### config.mk
export PLATFORM = sky130hd
export DESIGN_NAME = gated_sixteen_bit_timer
export DESIGN_NICKNAME = d
export VERILOG_FILES = /design/src/logic/timer_pkg.sv /design/src/logic/edge_if.sv /design/src/logic/edge_det.sv /design/src/logic/gated_sixteen_bit_timer.sv
export SDC_FILE = /design/constraint.sdc
export NUM_CORES = 1
export LEC_CHECK = 0
export ABC_CLOCK_PERIOD_IN_PS = 3200
export BUFFER_PORTS_ARGS = -buffer_cell sky130_fd_sc_hd__buf_4
export CAP_MARGIN = 20
export CORE_MARGIN = 2
export CORE_UTILIZATION = 45
export DETAILED_ROUTE_END_ITERATION = 16
export PLACE_DENSITY_LB_ADDON = 0.2
export SYNTH_ARGS = -nofsm -noshare
export SYNTH_HDL_FRONTEND = slang
export SYNTH_SLANG_ARGS = --single-unit
### constraint.sdc
create_clock -name clk -period 3.2 [get_ports clk]
set_input_delay 0.64 -clock clk [delete_from_list [all_inputs] [get_ports clk]]
set_output_delay 0.64 -clock clk [all_outputs]
set_load 0.05 [all_outputs]
### src/logic/timer_pkg.sv
package timer_pkg;
  // ==========================================================
  // register byte offsets
  localparam logic [7:0] OFF_CTRL   = 8'h00;
  localparam logic [7:0] OFF_GATE   = 8'h04;
  localparam logic [7:0] OFF_CNT_LO = 8'h08;
  localparam logic [7:0] OFF_CNT_HI = 8'h0c;
  localparam logic [7:0] OFF_FLAGS  = 8'h10;
  localparam logic [7:0] OFF_IRQ_EN = 8'h14;
  localparam logic [7:0] OFF_CC     = 8'h18;
  // ==========================================================
  // timer_control fields
  localparam int CTL_ON       = 0;
  localparam int CTL_SYNC_DIS = 2;
  localparam int CTL_SEC_OSC  = 3;
  localparam int CTL_PSC      = 4;
  localparam int CTL_CS       = 6;
  // gate_control_reg fields
  localparam int GT_SS  = 0;
  localparam int GT_VAL = 2;
  localparam int GT_GO  = 3;
  localparam int GT_SPM = 4;
  localparam int GT_TM  = 5;
  localparam int GT_POL = 6;
  localparam int GT_GE  = 7;
  // peripheral_flag_reg and enable fields
  localparam int FL_OVF  = 0;
  localparam int FL_GATE = 1;
  localparam int IE_OVF  = 0;
  localparam int IE_GATE = 1;
  localparam int IE_PERI = 6;
  localparam int IE_GLOB = 7;
  // ==========================================================
  // reset values and count limits
  localparam logic [7:0]  CTRL_RST = 8'h00;
  localparam logic [7:0]  GATE_RST = 8'h00;
  localparam logic [7:0]  IE_RST   = 8'h00;
  localparam logic [15:0] CNT_RST  = 16'h0000;
  localparam logic [15:0] CC_RST   = 16'h0000;
  localparam logic [15:0] CNT_MAX  = 16'hffff;
  localparam logic [7:0]  T0_MAX   = 8'hff;
  localparam logic [7:0]  T0_ZERO  = 8'h00;
  // ==========================================================
  // encodings
  localparam logic [1:0] CS_INSTR = 2'h0;
  localparam logic [1:0] CS_SYS   = 2'h1;
  localparam logic [1:0] CS_EXT   = 2'h2;
  localparam logic [1:0] CS_LFO   = 2'h3;
  localparam logic [1:0] GS_PIN   = 2'h0;
  localparam logic [1:0] GS_T0    = 2'h1;
  localparam logic [1:0] GS_CMP1  = 2'h2;
  localparam logic [1:0] GS_CMP2  = 2'h3;
  localparam logic [1:0] PH_Q1    = 2'h0;
  localparam logic [1:0] PH_LAST  = 2'h3;
  typedef enum logic [2:0] {
    SP_IDLE  = 3'h1,
    SP_ARMED = 3'h2,
    SP_OPEN  = 3'h4
  } sp_state_e;
endpackage

### src/logic/edge_if.sv
interface edge_if;
  logic lvl;
  logic rise;
  logic fall;
  modport det (input lvl, output rise, output fall);
  modport user (output lvl, input rise, input fall);
endinterface

### src/logic/edge_det.sv
module edge_det (
  // clock and reset
  input wire logic clk,
  input wire logic rst_n,
  input wire logic ce,
  // level in, edges out
  edge_if.det      e
);
  logic prev_r;

  always_ff @(posedge clk or negedge rst_n) begin
    if (!rst_n) begin
      prev_r <= 1'b0;
    end else if (ce) begin
      prev_r <= e.lvl;
    end
  end

  assign e.rise = e.lvl & ~prev_r;
  assign e.fall = ~e.lvl & prev_r;
endmodule

### src/logic/gated_sixteen_bit_timer.sv
// Summary of operation
// [RULE1] external clock bypasses synchroniser when sync disabled; ignored for internal clocks
// [RULE2] asynchronous external counting continues in sleep and can wake on overflow
// [RULE3] count byte reads always return a coherent registered value; here each byte is read live from count_r, nothing latched
// [RULE4] software stops the timer before writing count bytes
// [RULE5] gated counting only while gate active; polarity selects active level
// [RULE6] two-bit select picks pin, timer0 wrap, comparator 1 or 2
// [RULE7] timer0 wrap from maximum to zero makes a one-cycle gate pulse
// [RULE8] each comparator source is synchronised to timer clock or passed straight
// [RULE9] toggle mode flip-flop toggles per gate edge, else held clear
// [RULE10] software never enables toggle while changing polarity in one write
// [RULE11] single pulse: arm, open at gate edge, close and disarm at trailing edge
// [RULE12] software clears arm when it clears single-pulse mode
// [RULE13] toggle plus single pulse measures exactly one gate period
// [RULE14] gate level status readable even with gating disabled
// [RULE15] count wraps at maximum to zero and sets overflow flag
// [RULE16] overflow interrupt needs timer on and all three enables
// [RULE17] falling gate level sets gate event flag; interrupt when enabled
// [RULE18] in sleep only asynchronous external counting runs and wakes device
// [RULE19] count is capture/compare time base: capture copies, equality fires compare
// [RULE20] auto-conversion trigger clears count without flag; bus write wins
// [RULE21] clock source: instruction, system, external or secondary, low-frequency
// [RULE22] prescaler divides by 1,2,4,8; timer off clears toggle flip-flop
// [RULE23] off when timer_on low; free or gated count when on
// [RULE24] gate level sampled at first instruction phase drives counting
// [RULE25] any count byte write clears the prescale counter
// [RULE26] count bytes readable and writable, writes take effect at once
//
// Chosen here: the AHB-Lite slave port and the register offsets.
module gated_sixteen_bit_timer (
  // clock, reset, enable
  input  wire logic        clk,
  input  wire logic        rst_n,
  input  wire logic        ce,
  // ahb-lite slave
  input  wire logic        hsel,
  input  wire logic [31:0] haddr,
  input  wire logic [1:0]  htrans,
  input  wire logic        hwrite,
  input  wire logic [2:0]  hsize,
  input  wire logic [31:0] hwdata,
  input  wire logic        hready,
  output logic             hreadyout,
  output logic [31:0]      hrdata,
  output logic             hresp,
  // clock sources
  input  wire logic        ext_clock_pin,
  input  wire logic        sec_osc_clk,
  input  wire logic        lfo_clk,
  input  wire logic        sleep,
  // gate sources
  input  wire logic        gate_pin,
  input  wire logic [7:0]  timer0_count,
  input  wire logic        cmp1_out,
  input  wire logic        cmp2_out,
  input  wire logic        cmp1_sync_en,
  input  wire logic        cmp2_sync_en,
  // capture/compare side
  input  wire logic        capture_evt,
  input  wire logic        auto_trigger,
  output logic [15:0]      count_out,
  output logic             compare_evt,
  // requests
  output logic             overflow_irq,
  output logic             gate_irq,
  output logic             wake
);
  // ==========================================================
  // bus slave
  logic        dp_valid_r;
  logic        dp_write_r;
  logic [7:0]  dp_addr_r;
  logic        wr_en;
  logic        wr_lo;
  logic        wr_hi;
  logic        wr_cnt;
  logic        wr_gate;

  // master holds a request while ce is low, so every state freezes
  assign hreadyout = ce;
  assign hresp     = 1'b0;

  always_ff @(posedge clk or negedge rst_n) begin
    if (!rst_n) begin
      dp_valid_r <= 1'b0;
      dp_write_r <= 1'b0;
      dp_addr_r  <= 8'h00;
    end else if (ce && hready) begin
      dp_valid_r <= hsel & htrans[1];
      dp_write_r <= hwrite;
      dp_addr_r  <= haddr[7:0];
    end
  end

  assign wr_en   = ce & dp_valid_r & dp_write_r;
  assign wr_lo   = wr_en & (dp_addr_r == timer_pkg::OFF_CNT_LO);
  assign wr_hi   = wr_en & (dp_addr_r == timer_pkg::OFF_CNT_HI);
  assign wr_cnt  = wr_lo | wr_hi;
  assign wr_gate = wr_en & (dp_addr_r == timer_pkg::OFF_GATE);

  // ==========================================================
  // control registers
  logic [7:0]  ctrl_r;
  logic [7:0]  gcfg_r;
  logic [7:0]  ie_r;
  logic        timer_on;
  logic        sync_dis;
  logic [1:0]  cs_sel;
  logic [1:0]  psc_sel;
  logic        gate_enable;
  logic        gate_polarity;
  logic        gate_toggle_mode;
  logic        gate_single_pulse_mode;
  logic [1:0]  gate_source_select;

  always_ff @(posedge clk or negedge rst_n) begin
    if (!rst_n) begin
      ctrl_r <= timer_pkg::CTRL_RST;
      gcfg_r <= timer_pkg::GATE_RST;
      ie_r   <= timer_pkg::IE_RST;
    end else if (wr_en) begin
      if (dp_addr_r == timer_pkg::OFF_CTRL)   ctrl_r <= hwdata[7:0] & 8'hfd;
      if (dp_addr_r == timer_pkg::OFF_GATE)   gcfg_r <= hwdata[7:0] & 8'hf3;
      if (dp_addr_r == timer_pkg::OFF_IRQ_EN) ie_r   <= hwdata[7:0] & 8'hc3;
    end
  end

  assign timer_on               = ctrl_r[timer_pkg::CTL_ON];
  assign sync_dis               = ctrl_r[timer_pkg::CTL_SYNC_DIS];
  assign cs_sel                 = ctrl_r[timer_pkg::CTL_CS +: 2];
  assign psc_sel                = ctrl_r[timer_pkg::CTL_PSC +: 2];
  assign gate_enable            = gcfg_r[timer_pkg::GT_GE];
  assign gate_polarity          = gcfg_r[timer_pkg::GT_POL];
  assign gate_toggle_mode       = gcfg_r[timer_pkg::GT_TM];
  assign gate_single_pulse_mode = gcfg_r[timer_pkg::GT_SPM];
  assign gate_source_select     = gcfg_r[timer_pkg::GT_SS +: 2];

  // ==========================================================
  // clock source and prescaler
  logic [1:0]  ph_r;
  logic        ext_s1_r;
  logic        ext_s2_r;
  logic        ext_raw;
  logic        async_ext;
  logic        src_tick;
  logic [2:0]  psc_r;
  logic [2:0]  psc_mask;
  logic        tick;
  edge_if      src_e ();

  always_ff @(posedge clk or negedge rst_n) begin
    if (!rst_n) begin
      ph_r <= timer_pkg::PH_Q1;
    end else if (ce) begin
      ph_r <= ph_r + 2'h1;
    end
  end

  assign ext_raw = ctrl_r[timer_pkg::CTL_SEC_OSC] ? sec_osc_clk : ext_clock_pin;

  always_ff @(posedge clk or negedge rst_n) begin
    if (!rst_n) begin
      ext_s1_r <= 1'b0;
      ext_s2_r <= 1'b0;
    end else if (ce) begin
      ext_s1_r <= ext_raw;
      ext_s2_r <= ext_s1_r;
    end
  end

  // switching sync mode may skip or add one increment
  assign async_ext = (cs_sel == timer_pkg::CS_EXT) & sync_dis; // RULE1
  assign src_e.lvl = (cs_sel == timer_pkg::CS_LFO) ? lfo_clk :
                     (sync_dis ? ext_raw : ext_s2_r); // RULE1

  edge_det u_src_edge (
    .clk   (clk),
    .rst_n (rst_n),
    .ce    (ce),
    .e     (src_e)
  );

  always_comb begin
    unique case (cs_sel) // RULE21
      timer_pkg::CS_INSTR: src_tick = (ph_r == timer_pkg::PH_LAST);
      timer_pkg::CS_SYS:   src_tick = 1'b1;
      timer_pkg::CS_EXT:   src_tick = src_e.rise;
      timer_pkg::CS_LFO:   src_tick = src_e.rise;
    endcase
    unique case (psc_sel) // RULE22
      2'h0: psc_mask = 3'h0;
      2'h1: psc_mask = 3'h1;
      2'h2: psc_mask = 3'h3;
      2'h3: psc_mask = 3'h7;
    endcase
  end

  assign tick = src_tick & (psc_r == psc_mask);

  always_ff @(posedge clk or negedge rst_n) begin
    if (!rst_n) begin
      psc_r <= 3'h0;
    end else if (ce) begin
      if (wr_cnt || !timer_on) begin
        psc_r <= 3'h0; // RULE25
      end else if (src_tick) begin
        psc_r <= tick ? 3'h0 : psc_r + 3'h1; // RULE22
      end
    end
  end

  // ==========================================================
  // gate path
  logic        t0_prev_r;
  logic        t0_pulse_r;
  logic [1:0]  cmp_s_r;
  logic        cmp1_g;
  logic        cmp2_g;
  logic        gate_sel;
  logic        gate_act;
  logic        tff_r;
  logic        gate_tog;
  logic        gate_ctl;
  logic        gval_r;
  timer_pkg::sp_state_e sp_r;
  edge_if      act_e ();
  edge_if      tog_e ();
  edge_if      val_e ();

  always_ff @(posedge clk or negedge rst_n) begin
    if (!rst_n) begin
      t0_prev_r  <= 1'b0;
      t0_pulse_r <= 1'b0;
    end else if (ce) begin
      t0_prev_r  <= (timer0_count == timer_pkg::T0_MAX);
      t0_pulse_r <= t0_prev_r & (timer0_count == timer_pkg::T0_ZERO); // RULE7
    end
  end

  // comparator copies follow the timer clock, not the bus clock
  always_ff @(posedge clk or negedge rst_n) begin
    if (!rst_n) begin
      cmp_s_r <= 2'h0;
    end else if (ce && src_tick) begin
      cmp_s_r <= {cmp2_out, cmp1_out}; // RULE8
    end
  end

  assign cmp1_g = cmp1_sync_en ? cmp_s_r[0] : cmp1_out; // RULE8
  assign cmp2_g = cmp2_sync_en ? cmp_s_r[1] : cmp2_out; // RULE8

  always_comb begin
    unique case (gate_source_select) // RULE6
      timer_pkg::GS_PIN:  gate_sel = gate_pin;
      timer_pkg::GS_T0:   gate_sel = t0_pulse_r;
      timer_pkg::GS_CMP1: gate_sel = cmp1_g;
      timer_pkg::GS_CMP2: gate_sel = cmp2_g;
    endcase
  end

  assign gate_act  = gate_polarity ? gate_sel : ~gate_sel; // RULE5 RULE6
  assign act_e.lvl = gate_act;

  edge_det u_act_edge (
    .clk   (clk),
    .rst_n (rst_n),
    .ce    (ce),
    .e     (act_e)
  );

  always_ff @(posedge clk or negedge rst_n) begin
    if (!rst_n) begin
      tff_r <= 1'b0;
    end else if (ce) begin
      if (!gate_toggle_mode || !timer_on) begin
        tff_r <= 1'b0; // RULE9 RULE22
      end else if (act_e.rise) begin
        tff_r <= ~tff_r; // RULE9
      end
    end
  end

  assign gate_tog  = gate_toggle_mode ? tff_r : gate_act; // RULE9
  assign tog_e.lvl = gate_tog;

  edge_det u_tog_edge (
    .clk   (clk),
    .rst_n (rst_n),
    .ce    (ce),
    .e     (tog_e)
  );

  // single pulse window; with toggle the window spans one full period
  always_ff @(posedge clk or negedge rst_n) begin
    if (!rst_n) begin
      sp_r <= timer_pkg::SP_IDLE;
    end else if (ce) begin
      if (!gcfg_r[timer_pkg::GT_SPM]) begin
        sp_r <= timer_pkg::SP_IDLE; // RULE11
      end else if (wr_gate && !hwdata[timer_pkg::GT_GO]) begin
        sp_r <= timer_pkg::SP_IDLE;
      end else begin
        unique case (sp_r)
          timer_pkg::SP_IDLE: begin
            if (wr_gate && hwdata[timer_pkg::GT_GO]) sp_r <= timer_pkg::SP_ARMED; // RULE11
          end
          timer_pkg::SP_ARMED: begin
            if (tog_e.rise) sp_r <= timer_pkg::SP_OPEN; // RULE11 RULE13
          end
          timer_pkg::SP_OPEN: begin
            if (tog_e.fall) sp_r <= timer_pkg::SP_IDLE; // RULE11 RULE13
          end
          default: sp_r <= timer_pkg::SP_IDLE;
        endcase
      end
    end
  end

  assign gate_ctl = gate_single_pulse_mode ?
                    ((sp_r == timer_pkg::SP_OPEN) & gate_tog) : gate_tog; // RULE13

  always_ff @(posedge clk or negedge rst_n) begin
    if (!rst_n) begin
      gval_r <= 1'b0;
    end else if (ce && ph_r == timer_pkg::PH_Q1) begin
      gval_r <= gate_ctl; // RULE24 RULE14
    end
  end

  assign val_e.lvl = gval_r;

  edge_det u_val_edge (
    .clk   (clk),
    .rst_n (rst_n),
    .ce    (ce),
    .e     (val_e)
  );

  // ==========================================================
  // counter and flags
  logic [15:0] count_r;
  logic [15:0] cc_r;
  logic        run;
  logic        inc;
  logic        ovf_set;
  logic        ovf_flag_r;
  logic        gev_flag_r;
  logic        cmp_r;
  logic        wr_flags;

  assign run     = timer_on & (~gate_enable | gval_r) // RULE23 RULE5
                 & (~sleep | async_ext); // RULE2 RULE18
  assign inc     = run & tick;
  assign ovf_set = inc & (count_r == timer_pkg::CNT_MAX) & ~wr_cnt & ~auto_trigger;

  always_ff @(posedge clk or negedge rst_n) begin
    if (!rst_n) begin
      count_r <= timer_pkg::CNT_RST;
    end else if (ce) begin
      if (wr_cnt) begin
        if (wr_lo) count_r[7:0]  <= hwdata[7:0]; // RULE26 RULE20
        if (wr_hi) count_r[15:8] <= hwdata[7:0]; // RULE26 RULE20
      end else if (auto_trigger) begin
        count_r <= timer_pkg::CNT_RST; // RULE20
      end else if (inc) begin
        count_r <= count_r + 16'h0001; // RULE15
      end
    end
  end

  assign wr_flags = wr_en & (dp_addr_r == timer_pkg::OFF_FLAGS);

  // a hardware set in the clearing cycle wins
  always_ff @(posedge clk or negedge rst_n) begin
    if (!rst_n) begin
      ovf_flag_r <= 1'b0;
      gev_flag_r <= 1'b0;
    end else if (ce) begin
      ovf_flag_r <= ovf_set | (wr_flags ? hwdata[timer_pkg::FL_OVF] : ovf_flag_r); // RULE15
      gev_flag_r <= val_e.fall | (wr_flags ? hwdata[timer_pkg::FL_GATE] : gev_flag_r); // RULE17
    end
  end

  always_ff @(posedge clk or negedge rst_n) begin
    if (!rst_n) begin
      cc_r  <= timer_pkg::CC_RST;
      cmp_r <= 1'b0;
    end else if (ce) begin
      if (capture_evt) begin
        cc_r <= count_r; // RULE19
      end else if (wr_en && dp_addr_r == timer_pkg::OFF_CC) begin
        cc_r <= hwdata[15:0];
      end
      cmp_r <= (cc_r == count_r); // RULE19
    end
  end

  assign count_out    = count_r; // RULE19
  assign compare_evt  = cmp_r;
  assign overflow_irq = timer_on & ovf_flag_r & ie_r[timer_pkg::IE_OVF]
                      & ie_r[timer_pkg::IE_PERI] & ie_r[timer_pkg::IE_GLOB]; // RULE16
  assign gate_irq     = gev_flag_r & ie_r[timer_pkg::IE_GATE]
                      & ie_r[timer_pkg::IE_PERI] & ie_r[timer_pkg::IE_GLOB]; // RULE17
  assign wake         = sleep & timer_on & ovf_flag_r & ie_r[timer_pkg::IE_OVF]
                      & ie_r[timer_pkg::IE_PERI]; // RULE2 RULE18

  // ==========================================================
  // read mux; each count byte is read live from count_r, so the two byte reads are not coherent while counting
  always_comb begin
    hrdata = 32'h0000_0000;
    if (dp_valid_r && !dp_write_r) begin
      unique case (dp_addr_r)
        timer_pkg::OFF_CTRL:   hrdata[7:0] = ctrl_r;
        timer_pkg::OFF_GATE:   hrdata[7:0] = {gcfg_r[7:4], sp_r != timer_pkg::SP_IDLE,
                                              gval_r, gcfg_r[1:0]}; // RULE14
        timer_pkg::OFF_CNT_LO: hrdata[7:0] = count_r[7:0]; // RULE3 RULE26
        timer_pkg::OFF_CNT_HI: hrdata[7:0] = count_r[15:8]; // RULE3 RULE26
        timer_pkg::OFF_FLAGS:  hrdata[7:0] = {6'h00, gev_flag_r, ovf_flag_r};
        timer_pkg::OFF_IRQ_EN: hrdata[7:0] = ie_r;
        timer_pkg::OFF_CC:     hrdata[15:0] = cc_r;
        default:               hrdata = 32'h0000_0000;
      endcase
    end
  end
endmodule

Word level (Yosys, flattened, before mapping). Cells that the tools add are included.

Bits in registers: 82. Memories: 0. Bits in read-only memories: 0. Output and inout port bits: 54. Bits in latches: 0. Memory bits (writable): 0.

Div/mod/pow operators: 0. Bitwise operators: 49. Reduce and logical (&&, ||, !) cells: 33. Magnitude comparators: 0. Muxes and demuxes: 34. Multiply operators: 0. Equal/unequal tests: 29. Shift operators: 0. $add $sub $neg: 3.

Operators with widths (number): $mux W16 (6); $pmux W8 S7 (1); $and A1 B1 Y1 (33); $eq A8 B5 Y1 const B (3); $mux W3 (8); $mux W8 (3); $add A16 B1 Y16 const B (1); $eq A16 B16 Y1 (1); $eq A16 B16 Y1 const B (1); $eq A8 B4 Y1 const B (2); $logic_not A8 Y1 (2); $eq A2 B2 Y1 const B (7); $mux W1 (12); $ne A4 B4 Y1 const B (3); $pmux W3 S4 (1); $reduce_and A2 Y1 (6); $not A1 Y1 (11); $pmux W3 S3 (1); $eq A8 B3 Y1 const B (1); $eq A8 B8 Y1 const B (1); $logic_not A2 Y1 (4); $logic_and A1 B1 Y1 (7); $eq A2 B1 Y1 const B (3); $reduce_and A3 Y1 (2); other kinds (17) (28).

Longest topological paths before layout. Gate-level depths: netlist of the first run.

Depth in word-level cells: 11. Depth in mapped cells: 8. Mapped depth without buffers: 7.

Modules after synthesis. Synthesis of the first run repeated with hierarchy kept, for this count alone.

Cell total of the unflattened synthesis: 552. Area, all modules: 5315.1 um^2.

By module, submodules not included: gated_sixteen_bit_timer (area each 5104.9 um^2, cells an instance 536, seq. area each 1953.1 um^2, instances 1); edge_det (area each 52.6 um^2, cells an instance 4, seq. area each 25.0 um^2, instances 4).

Worst setup path before layout of the first run. Ideal clock, no wire load.

Kind: register to output. Start: register dp_addr_r[4]. End: output hrdata[6]. Buffers on the path: 0. Stages on the path, launching flop included: 6. Data arrival time: 2312 ps. Path slack: 248 ps. Cells stage by stage: dfrtp_1 > nor4_4 > nand2_1 > nor2_1 > a222oi_1 > a31oi_1.

Word-level cells in the longest chain between the ends: 3. Elaborated cells on any way between the ends: 9. Classes of those cells: 6 x eq/ne; 2 x mux; 1 x reduce/logical.

Ends and longest elaborated chain: start: declaration (RTL line gated_sixteen_bit_timer.sv:72) `logic [7:0] dp_addr_r;`; start signal: assignment (RTL line gated_sixteen_bit_timer.sv:91) `dp_addr_r <= haddr[7:0];`; $eq A8 B5 Y1 (tied with other cells) (RTL line gated_sixteen_bit_timer.sv:412) `unique case (dp_addr_r)`; $pmux W8 S7 (*) (RTL line gated_sixteen_bit_timer.sv:412); $mux W16 (*) (RTL line gated_sixteen_bit_timer.sv:411) `if (dp_valid_r && !dp_write_r) begin`; end: declaration (RTL line gated_sixteen_bit_timer.sv:44) `output logic [31:0] hrdata,`.

Every way passes the cells marked *; elsewhere a longest branch is shown, timed or not.

Worst setup path after layout of the first run.
Start: register dp_addr_r[4]. End: output hrdata[1].

The elaborated chain is that of the path after synthesis.

==> results of run 1 <==
[routing by layer]
metal	GRT usage, %	vias up	part of all wire, %
met4	9.76	0	2.6
met3	2.85	30	7.7
li1	-	2043	-
met1	34.2	2077	45
met5	0	-	0
met2	37.3	213	44
[sequential cells by signal (all words and copies together), names as in the netlist, 2 cells and up]
| name | flops |
|---|---|
| cc_r | 16 |
| count_out | 16 |
| dp_addr_r | 8 |
| ctrl_r | 7 |
| gcfg_r | 6 |
| ie_r | 4 |
| psc_r | 3 |
| sp_r | 3 |
| cmp_s_r | 2 |
| ph_r | 2 |
[metrics by stage]
stage	total power [mW]	std cells	hold slack [ns]	instance area (um2)	util, %
floorplan	1.65	533	0.344	5090	-
CTS	2.54	742	0.487	5940	54.6
global placement	1.81	726	0.471	5760	52.9
finish	2.54	743	0.143	5980	54.9
global route	2.67	743	0.166	5980	54.9
detailed placement	1.83	726	0.473	5760	52.9
[what timing repair did]
item	in CTS	in global routing
setup endpoints to repair	1	10
hold endpoints to repair	0	0
cloned	0	0
resized for setup	1	3
[report_power, final]
| group | switching, mW | internal (mW) |
|---|---|---|
| clock network | 0.428 | 0.294 |
| logic | 0.319 | 0.237 |
| registers | 0.129 | 1.14 |
[worst reg2reg max path, stage by stage, from the launching register on]
cell	delay (ns)
dfrtp_1	0.43
mux2i_1	0.22
a2111oi_4	0.49
a2bb2oi_4	0.44
nand3_4	0.18
nand2_1	0.25
mux2_2	0.37
[final timing paths]
| path | startpoint | endpoint | cells past startpoint |
|---|---|---|---|
| worst max-delay path | dp_addr_r[4] | hrdata[1] | 6 |
| worst min-delay path | rst_n | ext_s2_r | 1 |
| worst max register to register | ctrl_r[3] | count_out[1] | 6 |
| worst min register to register | t0_prev_r | t0_prev_r | 1 |
| max in group asynchronous | rst_n | sp_r[0] | 2 |
| min in group clk | haddr[7] | dp_addr_r[7] | 2 |
[cell type report]
cell class	count	area (um2)	share of cell area [%]
clock inverter	7	60.1	1.00
timing repair buffer	100	771	12.9
inverter	12	45.0	0.753
clock buffer	9	124	2.07
multi-input combinational	393	2750	46.0
tap	140	175	2.93
sequential	82	2050	34.3
[cells in the final DEF (no fill, tap or decap), types with 8 or more instances in the layout]
master	instances
inv_1	12
conb_1	17
clkbuf_8	9
nor2_1	26
nand2_1	54
and3_1	8
nand4_1	11
xnor2_1	18
nand3_1	15
nor3_1	9
mux2i_1	19
a31oi_1	9
mux2_2	38
a21oi_1	13
a22oi_1	13
dfrtp_1	81
buf_4	99
o21ai_0	35
and2_1	13
[kinds of logic (layout without fill, tap and decap cells)]
family                   Yosys count  count (layout)  synth area share [%]
AO/OA/AOI/OAI                    127             127                  18.5
XOR/XNOR                          19              19                  3.31
adder cells (fa/ha/maj)            4               4                 0.996
buffers and inverters             58             128                  5.87
flip-flops                        82              82                  40.8
multiplexers                      59              59                  13.0
other                              1              17                0.0746
AND/OR/NAND/NOR                  167             167                  17.4
==> qor.yml, run 1 <==
final_max_slew_viol_count: 0
antenna_found_initial: 0
htree_levels: 3
leakage_nw: 2.62
max_cap_violations: 0
synth_top_area_cell: "dfrtp_1"
synth_common_cells: "81 x dfrtp_1, 54 x nand2_1, 38 x mux2_2"
cts_buffer_depth: 2
n_antenna_cell: 0
drtIter0Drc: 247
cts_tree: "done"
nFillCells: 1015
synthArstFlopShare_pct: 100
endpoint_kind: "output pin"
via_count: 4363
worstPathCellList: "nor4_4 > buf_4 > and2_1 > a222oi_1 > a21oi_1 > buf_4"
fmaxAchievable_mhz: 329
synth_edf_count: 0
std_cell_rows: 38
synth.distinct_cells: 74
grt.total_usage_pct: 24.0
numCtsBuffers: 9
grt_max_degree: 83
viasPerCell: 5.87
post-place-ws_ns: 0.400
synth.yosys.warnings: 0
path_max_fanout: 8
ant_nets: 0
gp_congestion: 0.890
synth_most_common_cell: "dfrtp_1"
tightest_slew_ns: 0.820
synthTopCellsByArea: "dfrtp_1 40%, mux2_2 8.5%, nand2_1 4.0%"
cts-hold-fix-buffers: 0
worstSetupStartpointType: "flop"
first_global_vias: 4076
synthToLayoutAreaGrowth_pct: 18.9
cp.required_ns: 2.56
dpl.hpwl_mm: 10.1
drive_above_1_share_pct: 28.5
fin_skew_ns: 0.0151
timing.final.crit_share_pct: 95.1
period_needed_ns: 3.04
yosysSeqAreaShare_pct: 40.8
ir_drop_mv: 0.222
slew_headroom_pct: 44.8
cp_num_buf_inv: 2
ys.flop_type: "dfrtp_1"
cp_common_cell: "buf_4"
initial_core_util_pct: 46.2
synth_top_area_share_pct: 40.3
overflow: 0
cts_setup_buffers: 0
avgSynthCellArea_um2: 9.72
portBuffers: 86
grt_pass1_wl_mm: 21.8
path_delay_family: "simple AND/OR/NAND/NOR gates"
critPathKind: "reg -> out"
ioPinCount: 148
dieArea_mm2: 0.0120
finalSetupViolations: 0
core_mm2: 0.0109
routedWlPerCell_um: 18.6
drc: 0
die_width_um: 110
clock-root-buffer: "clkbuf_8"
first_pass_iters: 8
clk_pin_slew_ns: 0.09
power_density_mw_per_mm2: 426
setup_ws_ns: 0.158
rsz0062_at_grt: "false"
cp.arrival_ns: 2.40
clock_latency_ns: 0.38
hold_violations: 0
cts_sinks: 82
syn_area_mm2: 0.00503
ys_ff_latch: 82
reg2reg_slack_ns: 0.72
cp_slowest_cell: "dfrtp_1"
wirelength_mm: 13.8
die_h_um: 110
cp_slowest_stage_delay_ns: 0.44
min-delay-path-class: "in -> async"
nets: 696
setup_tns_ns: 0
outcome: "completed"
synthCells: 517
Power figures use the tool's default switching activity.
==> inputs of run 2 (changes only) <==
--- a/config.mk
+++ b/config.mk
@@ -5,12 +5,13 @@
 export SDC_FILE = /design/constraint.sdc
 export NUM_CORES = 1
 export LEC_CHECK = 0
-export ABC_CLOCK_PERIOD_IN_PS = 3200
+export ABC_CLOCK_PERIOD_IN_PS = 3900
 export BUFFER_PORTS_ARGS = -buffer_cell sky130_fd_sc_hd__buf_4
 export CAP_MARGIN = 20
 export CORE_MARGIN = 2
 export CORE_UTILIZATION = 45
 export DETAILED_ROUTE_END_ITERATION = 16
+export GPL_TIMING_DRIVEN = 0
 export PLACE_DENSITY_LB_ADDON = 0.2
 export SYNTH_ARGS = -nofsm -noshare
 export SYNTH_HDL_FRONTEND = slang
==> constraint.sdc (replaced) <==
create_clock -name clk -period 3.9 [get_ports clk]
set_input_delay 0.78 -clock clk [delete_from_list [all_inputs] [get_ports clk]]
set_output_delay 0.78 -clock clk [all_outputs]
set_load 0.05 [all_outputs]
==> qor.yml, run 2 (synthesized netlist as in run 1, its figures left out) <==
core_mm2: 0.0109
crit_cells: 6
critPathKind: "reg -> out"
regArea_mm2: 0.00205
die_width_um: 110
worstPathCellList: "nor4_4 > nand2_1 > nor2_1 > a22oi_1 > a41oi_1 > buf_4"
gp_congestion: 0.959
period_needed_ns: 3.48
endpoint_kind: "output pin"
fin_skew_ns: 0.0113
initial_core_util_pct: 46.2
final_max_slew_viol_count: 0
clock-root-buffer: "clkbuf_8"
std_cell_rows: 38
ant_nets: 0
die_h_um: 110
power.total_mw: 2.23
met2_length_mm: 6.60
routedWlPerCell_um: 18.7
cp_slowest_cell: "nor4_4"
nets: 728
setup_ws_ns: 0.421
min-delay-path-class: "in -> async"
path_max_fanout: 8
path_delay_family: "simple AND/OR/NAND/NOR gates"
final_cell_mix: "103 x buf_4, 81 x dfrtp_1, 54 x nand2_1, 38 x mux2_2, 35 x o21ai_0"
synthToLayoutAreaGrowth_pct: 22.4
grt_max_degree: 83
first_global_vias: 4249
cp_num_buf_inv: 1
timing.final.crit_share_pct: 89.2
antenna_found_initial: 0
cts_tree: "done"
leakage_nw: 2.73
fin_hold_ws_ns: 0.361
post-route-util_pct: 56.5
drive_above_1_share_pct: 28.5
outcome: "completed"
n_antenna_cell: 0
post-place-ws_ns: 0.858
clock_latency_ns: 0.37
numCtsBuffers: 9
tightest_slew_ns: 0.758
fmaxAchievable_mhz: 287
power_density_mw_per_mm2: 363
cts_resized: 0
overflow: 0
viasPerCell: 5.89
worstSetupStartpointType: "flop"
reg2regPathDepth: 6
grt.total_usage_pct: 25.3
htree_levels: 3
multi_input_area_mm2: 0.00274
wirelength_mm: 14.5
cts-hold-fix-buffers: 0
slew_headroom_pct: 49.5
grt_pass1_wl_mm: 23.0
rsz0062_at_grt: "false"
ioPinCount: 148
wl_met1_mm: 6.50
cts_setup_buffers: 0
dpl.hpwl_mm: 10.8
max_cap_violations: 0
cp.arrival_ns: 2.70
via_count: 4562
final_common_cell: "buf_4"
setup_tns_ns: 0
nFillCells: 1003
hold_violations: 0
dr_wl_met3_mm: 1.11
cp.required_ns: 3.12
clk_pin_slew_ns: 0.08
highest_layer: "met4"
cts_sinks: 82
drtIter0Drc: 351
portBuffers: 85
cts_buffer_depth: 2
ir_drop_mv: 0.197
cp_slowest_stage_delay_ns: 0.51
finalSetupViolations: 0
dieArea_mm2: 0.0120
drc: 0
first_pass_iters: 6
==> run 2: changes by cell type in the layout (fill, tap and decap cells not counted), sizes merged <==
cell / change
buf: +14
bufinv: +2
clkbuf: +19
clkinv: -2
clkinvlp: +1
inv: -2
==> run 2: final cells by class <==
class                      instances  share of cell area, %
buffer                            46                   4.07
clock buffer                      10                   2.24
tap                              140                   2.85
inverter                          12                  0.732
multi-input combinational        393                   44.5
clock inverter                     6                   1.44
sequential                        82                   33.4
timing repair buffer              86                   10.8
==> run 2: path summary, 6_finish.rpt <==
path                                 end          from  slack (ns)
max reg2reg                count_out[14]  count_out[6]        1.51
min reg2reg                    t0_prev_r     t0_prev_r        0.50
min                              ph_r[1]         rst_n        0.36
max in group asynchronous        sp_r[0]         rst_n        2.89
max                            hrdata[7]  dp_addr_r[4]        0.42
min in group clk               t0_prev_r     t0_prev_r        0.50
==> run 2: routing by layer <==
layer / vias to the layer above / global-route usage (%)
li1: 2099 / -
met1: 2229 / 36.4
met2: 208 / 38.7
met3: 26 / 4.74
met4: 0 / 8.05
met5: - / 0
==> run 2: metrics by stage <==
step	cell area, um2	cells
floorplan	5090	533
global placement	5900	758
detailed placement	5900	758
CTS	6130	774
global route	6150	775
finish	6150	775
==> run 2: worst reg2reg max path: cells and delay by family (launching register included) <==
family / cells / cell delay, ns
buf+inv: 1 / 0.40
flops: 1 / 0.35
compound gates: 1 / 0.30
simple gates: 4 / 1.24
==> run 2: power by group <==
part	total [mW]	switching, mW	leakage (nW)	internal [mW]
clock	0.709	0.329	0.109	0.379
combinational	0.491	0.282	1.55	0.209
sequential	1.03	0.0994	1.07	0.934
==> inputs of run 3 (changes only) <==
--- a/config.mk
+++ b/config.mk
@@ -8,11 +8,12 @@
 export ABC_CLOCK_PERIOD_IN_PS = 3900
 export BUFFER_PORTS_ARGS = -buffer_cell sky130_fd_sc_hd__buf_4
 export CAP_MARGIN = 20
-export CORE_MARGIN = 2
+export CORE_MARGIN = 8
 export CORE_UTILIZATION = 45
 export DETAILED_ROUTE_END_ITERATION = 16
 export GPL_TIMING_DRIVEN = 0
-export PLACE_DENSITY_LB_ADDON = 0.2
+export PLACE_DENSITY = 0.71
+export SLEW_MARGIN = 30
 export SYNTH_ARGS = -nofsm -noshare
 export SYNTH_HDL_FRONTEND = slang
 export SYNTH_SLANG_ARGS = --single-unit
==> qor.yml, run 3 (synthesized netlist as in run 1, its figures left out) <==
leakage_nw: 2.69
antenna_found_initial: 0
drtIter0Drc: 414
power_density_mw_per_mm2: 349
grt.total_usage_pct: 20.6
initial_core_util_pct: 46.2
fin_skew_ns: 0.0109
portBuffers: 85
setup_tns_ns: 0
die_h_um: 122
ioPinCount: 148
setup_ws_ns: 0.393
numCtsBuffers: 9
path_max_fanout: 8
gp_congestion: 0.919
dieArea_mm2: 0.0148
cp.required_ns: 3.12
routedWlPerCell_um: 19.7
cp_slowest_stage_delay_ns: 0.50
critPathKind: "reg -> out"
endpoint_kind: "output pin"
nets: 727
outcome: "completed"
viasPerCell: 5.89
cp_slowest_cell: "nor4_4"
clock_latency_ns: 0.37
clock-root-buffer: "clkbuf_8"
min-delay-path-class: "in -> async"
clk_pin_slew_ns: 0.09
final_max_slew_viol_count: 0
hold_violations: 0
std_cell_rows: 38
drc: 0
rsz0062_at_grt: "false"
cts-hold-fix-buffers: 0
grt_max_degree: 83
cts_resized: 0
drive_above_1_share_pct: 28.4
cts_tree: "done"
grt_pass1_wl_mm: 24.1
max_cap_violations: 0
period_needed_ns: 3.51
final_cell_mix: "102 x buf_4, 81 x dfrtp_1, 54 x nand2_1, 38 x mux2_2, 35 x o21ai_0"
slew_headroom_pct: 49.8
cts_buffer_depth: 2
cp.arrival_ns: 2.73
power.total_mw: 2.12
finalSetupViolations: 0
placed_cells_incl_taps: 758
dpl.hpwl_mm: 11.5
cts_sinks: 82
htree_levels: 3
tightest_slew_ns: 0.753
n_antenna_cell: 0
overflow: 0
ir_drop_mv: 0.228
final_cells: 774
synthToLayoutAreaGrowth_pct: 21.1
via_count: 4556
die_width_um: 122
post-place-ws_ns: 0.873
nFillCells: 1006
timing.final.crit_share_pct: 89.9
final_common_cell: "buf_4"
worstSetupStartpointType: "flop"
first_pass_iters: 5
fmaxAchievable_mhz: 285
fin_hold_ws_ns: 0.456
core_mm2: 0.0109
cts_setup_buffers: 0
wirelength_mm: 15.3
first_global_vias: 4511
ant_nets: 0
reg2regPathDepth: 6
worstPathCellList: "nor4_4 > nand2_1 > nor2_1 > a22oi_1 > a31oi_1 > buf_4"
## run 3: power breakdown
| group | switching (mW) | internal [mW] | total (mW) |
|---|---|---|---|
| clock network | 0.355 | 0.242 | 0.597 |
| logic | 0.282 | 0.207 | 0.489 |
| registers | 0.103 | 0.934 | 1.04 |
## run 3: layout make-up
class	count	area [um2]	share of cell area [%]
Clock buffer	9	124	2.03
Tap cell	140	175	2.88
Sequential cell	82	2050	33.7
Buffer	46	250	4.11
Multi-Input combinational cell	393	2740	45.0
Clock inverter	7	60.1	0.986
Timing Repair Buffer	85	642	10.5
Inverter	12	45.0	0.740
## run 3: worst max-delay path, delay by kind of cell, from the launching register on
kind,cells,cell delay [ns]
AO/OA/AOI/OAI,2,0.51
buffers and inverters,1,0.25
flip-flops,1,0.45
AND/OR/NAND/NOR,3,1.15
## run 3: path summary, 6_finish.rpt
kind / startpoint / to / slack, ns
setup / recovery: dp_addr_r[4] / hrdata[0] / 0.39
hold / removal: rst_n / ph_r[0] / 0.46
setup reg to reg: count_out[6] / count_out[14] / 1.48
hold reg to reg: t0_prev_r / t0_prev_r / 0.49
max in group asynchronous: rst_n / count_out[0] / 2.94
min in group clk: t0_prev_r / t0_prev_r / 0.49
## run 3: metal layers
metal,up-vias,wire (um),global-route usage [%],share of wire [%]
li1,2097,-,-,-
met1,2194,6520,27.5,43
met2,241,7070,32.8,46
met3,24,1400,4.44,9.1
met4,0,296,6.55,1.9
met5,-,0,0,0
## run 3: stage by stage
stage / area, um2 / utilization (%)
after detailed placement: 5900 / 54.2
after floorplan: 5090 / -
after global placement: 5900 / 54.2
after CTS: 6090 / 55.9
final: 6090 / 55.9
after global routing: 6090 / 55.9
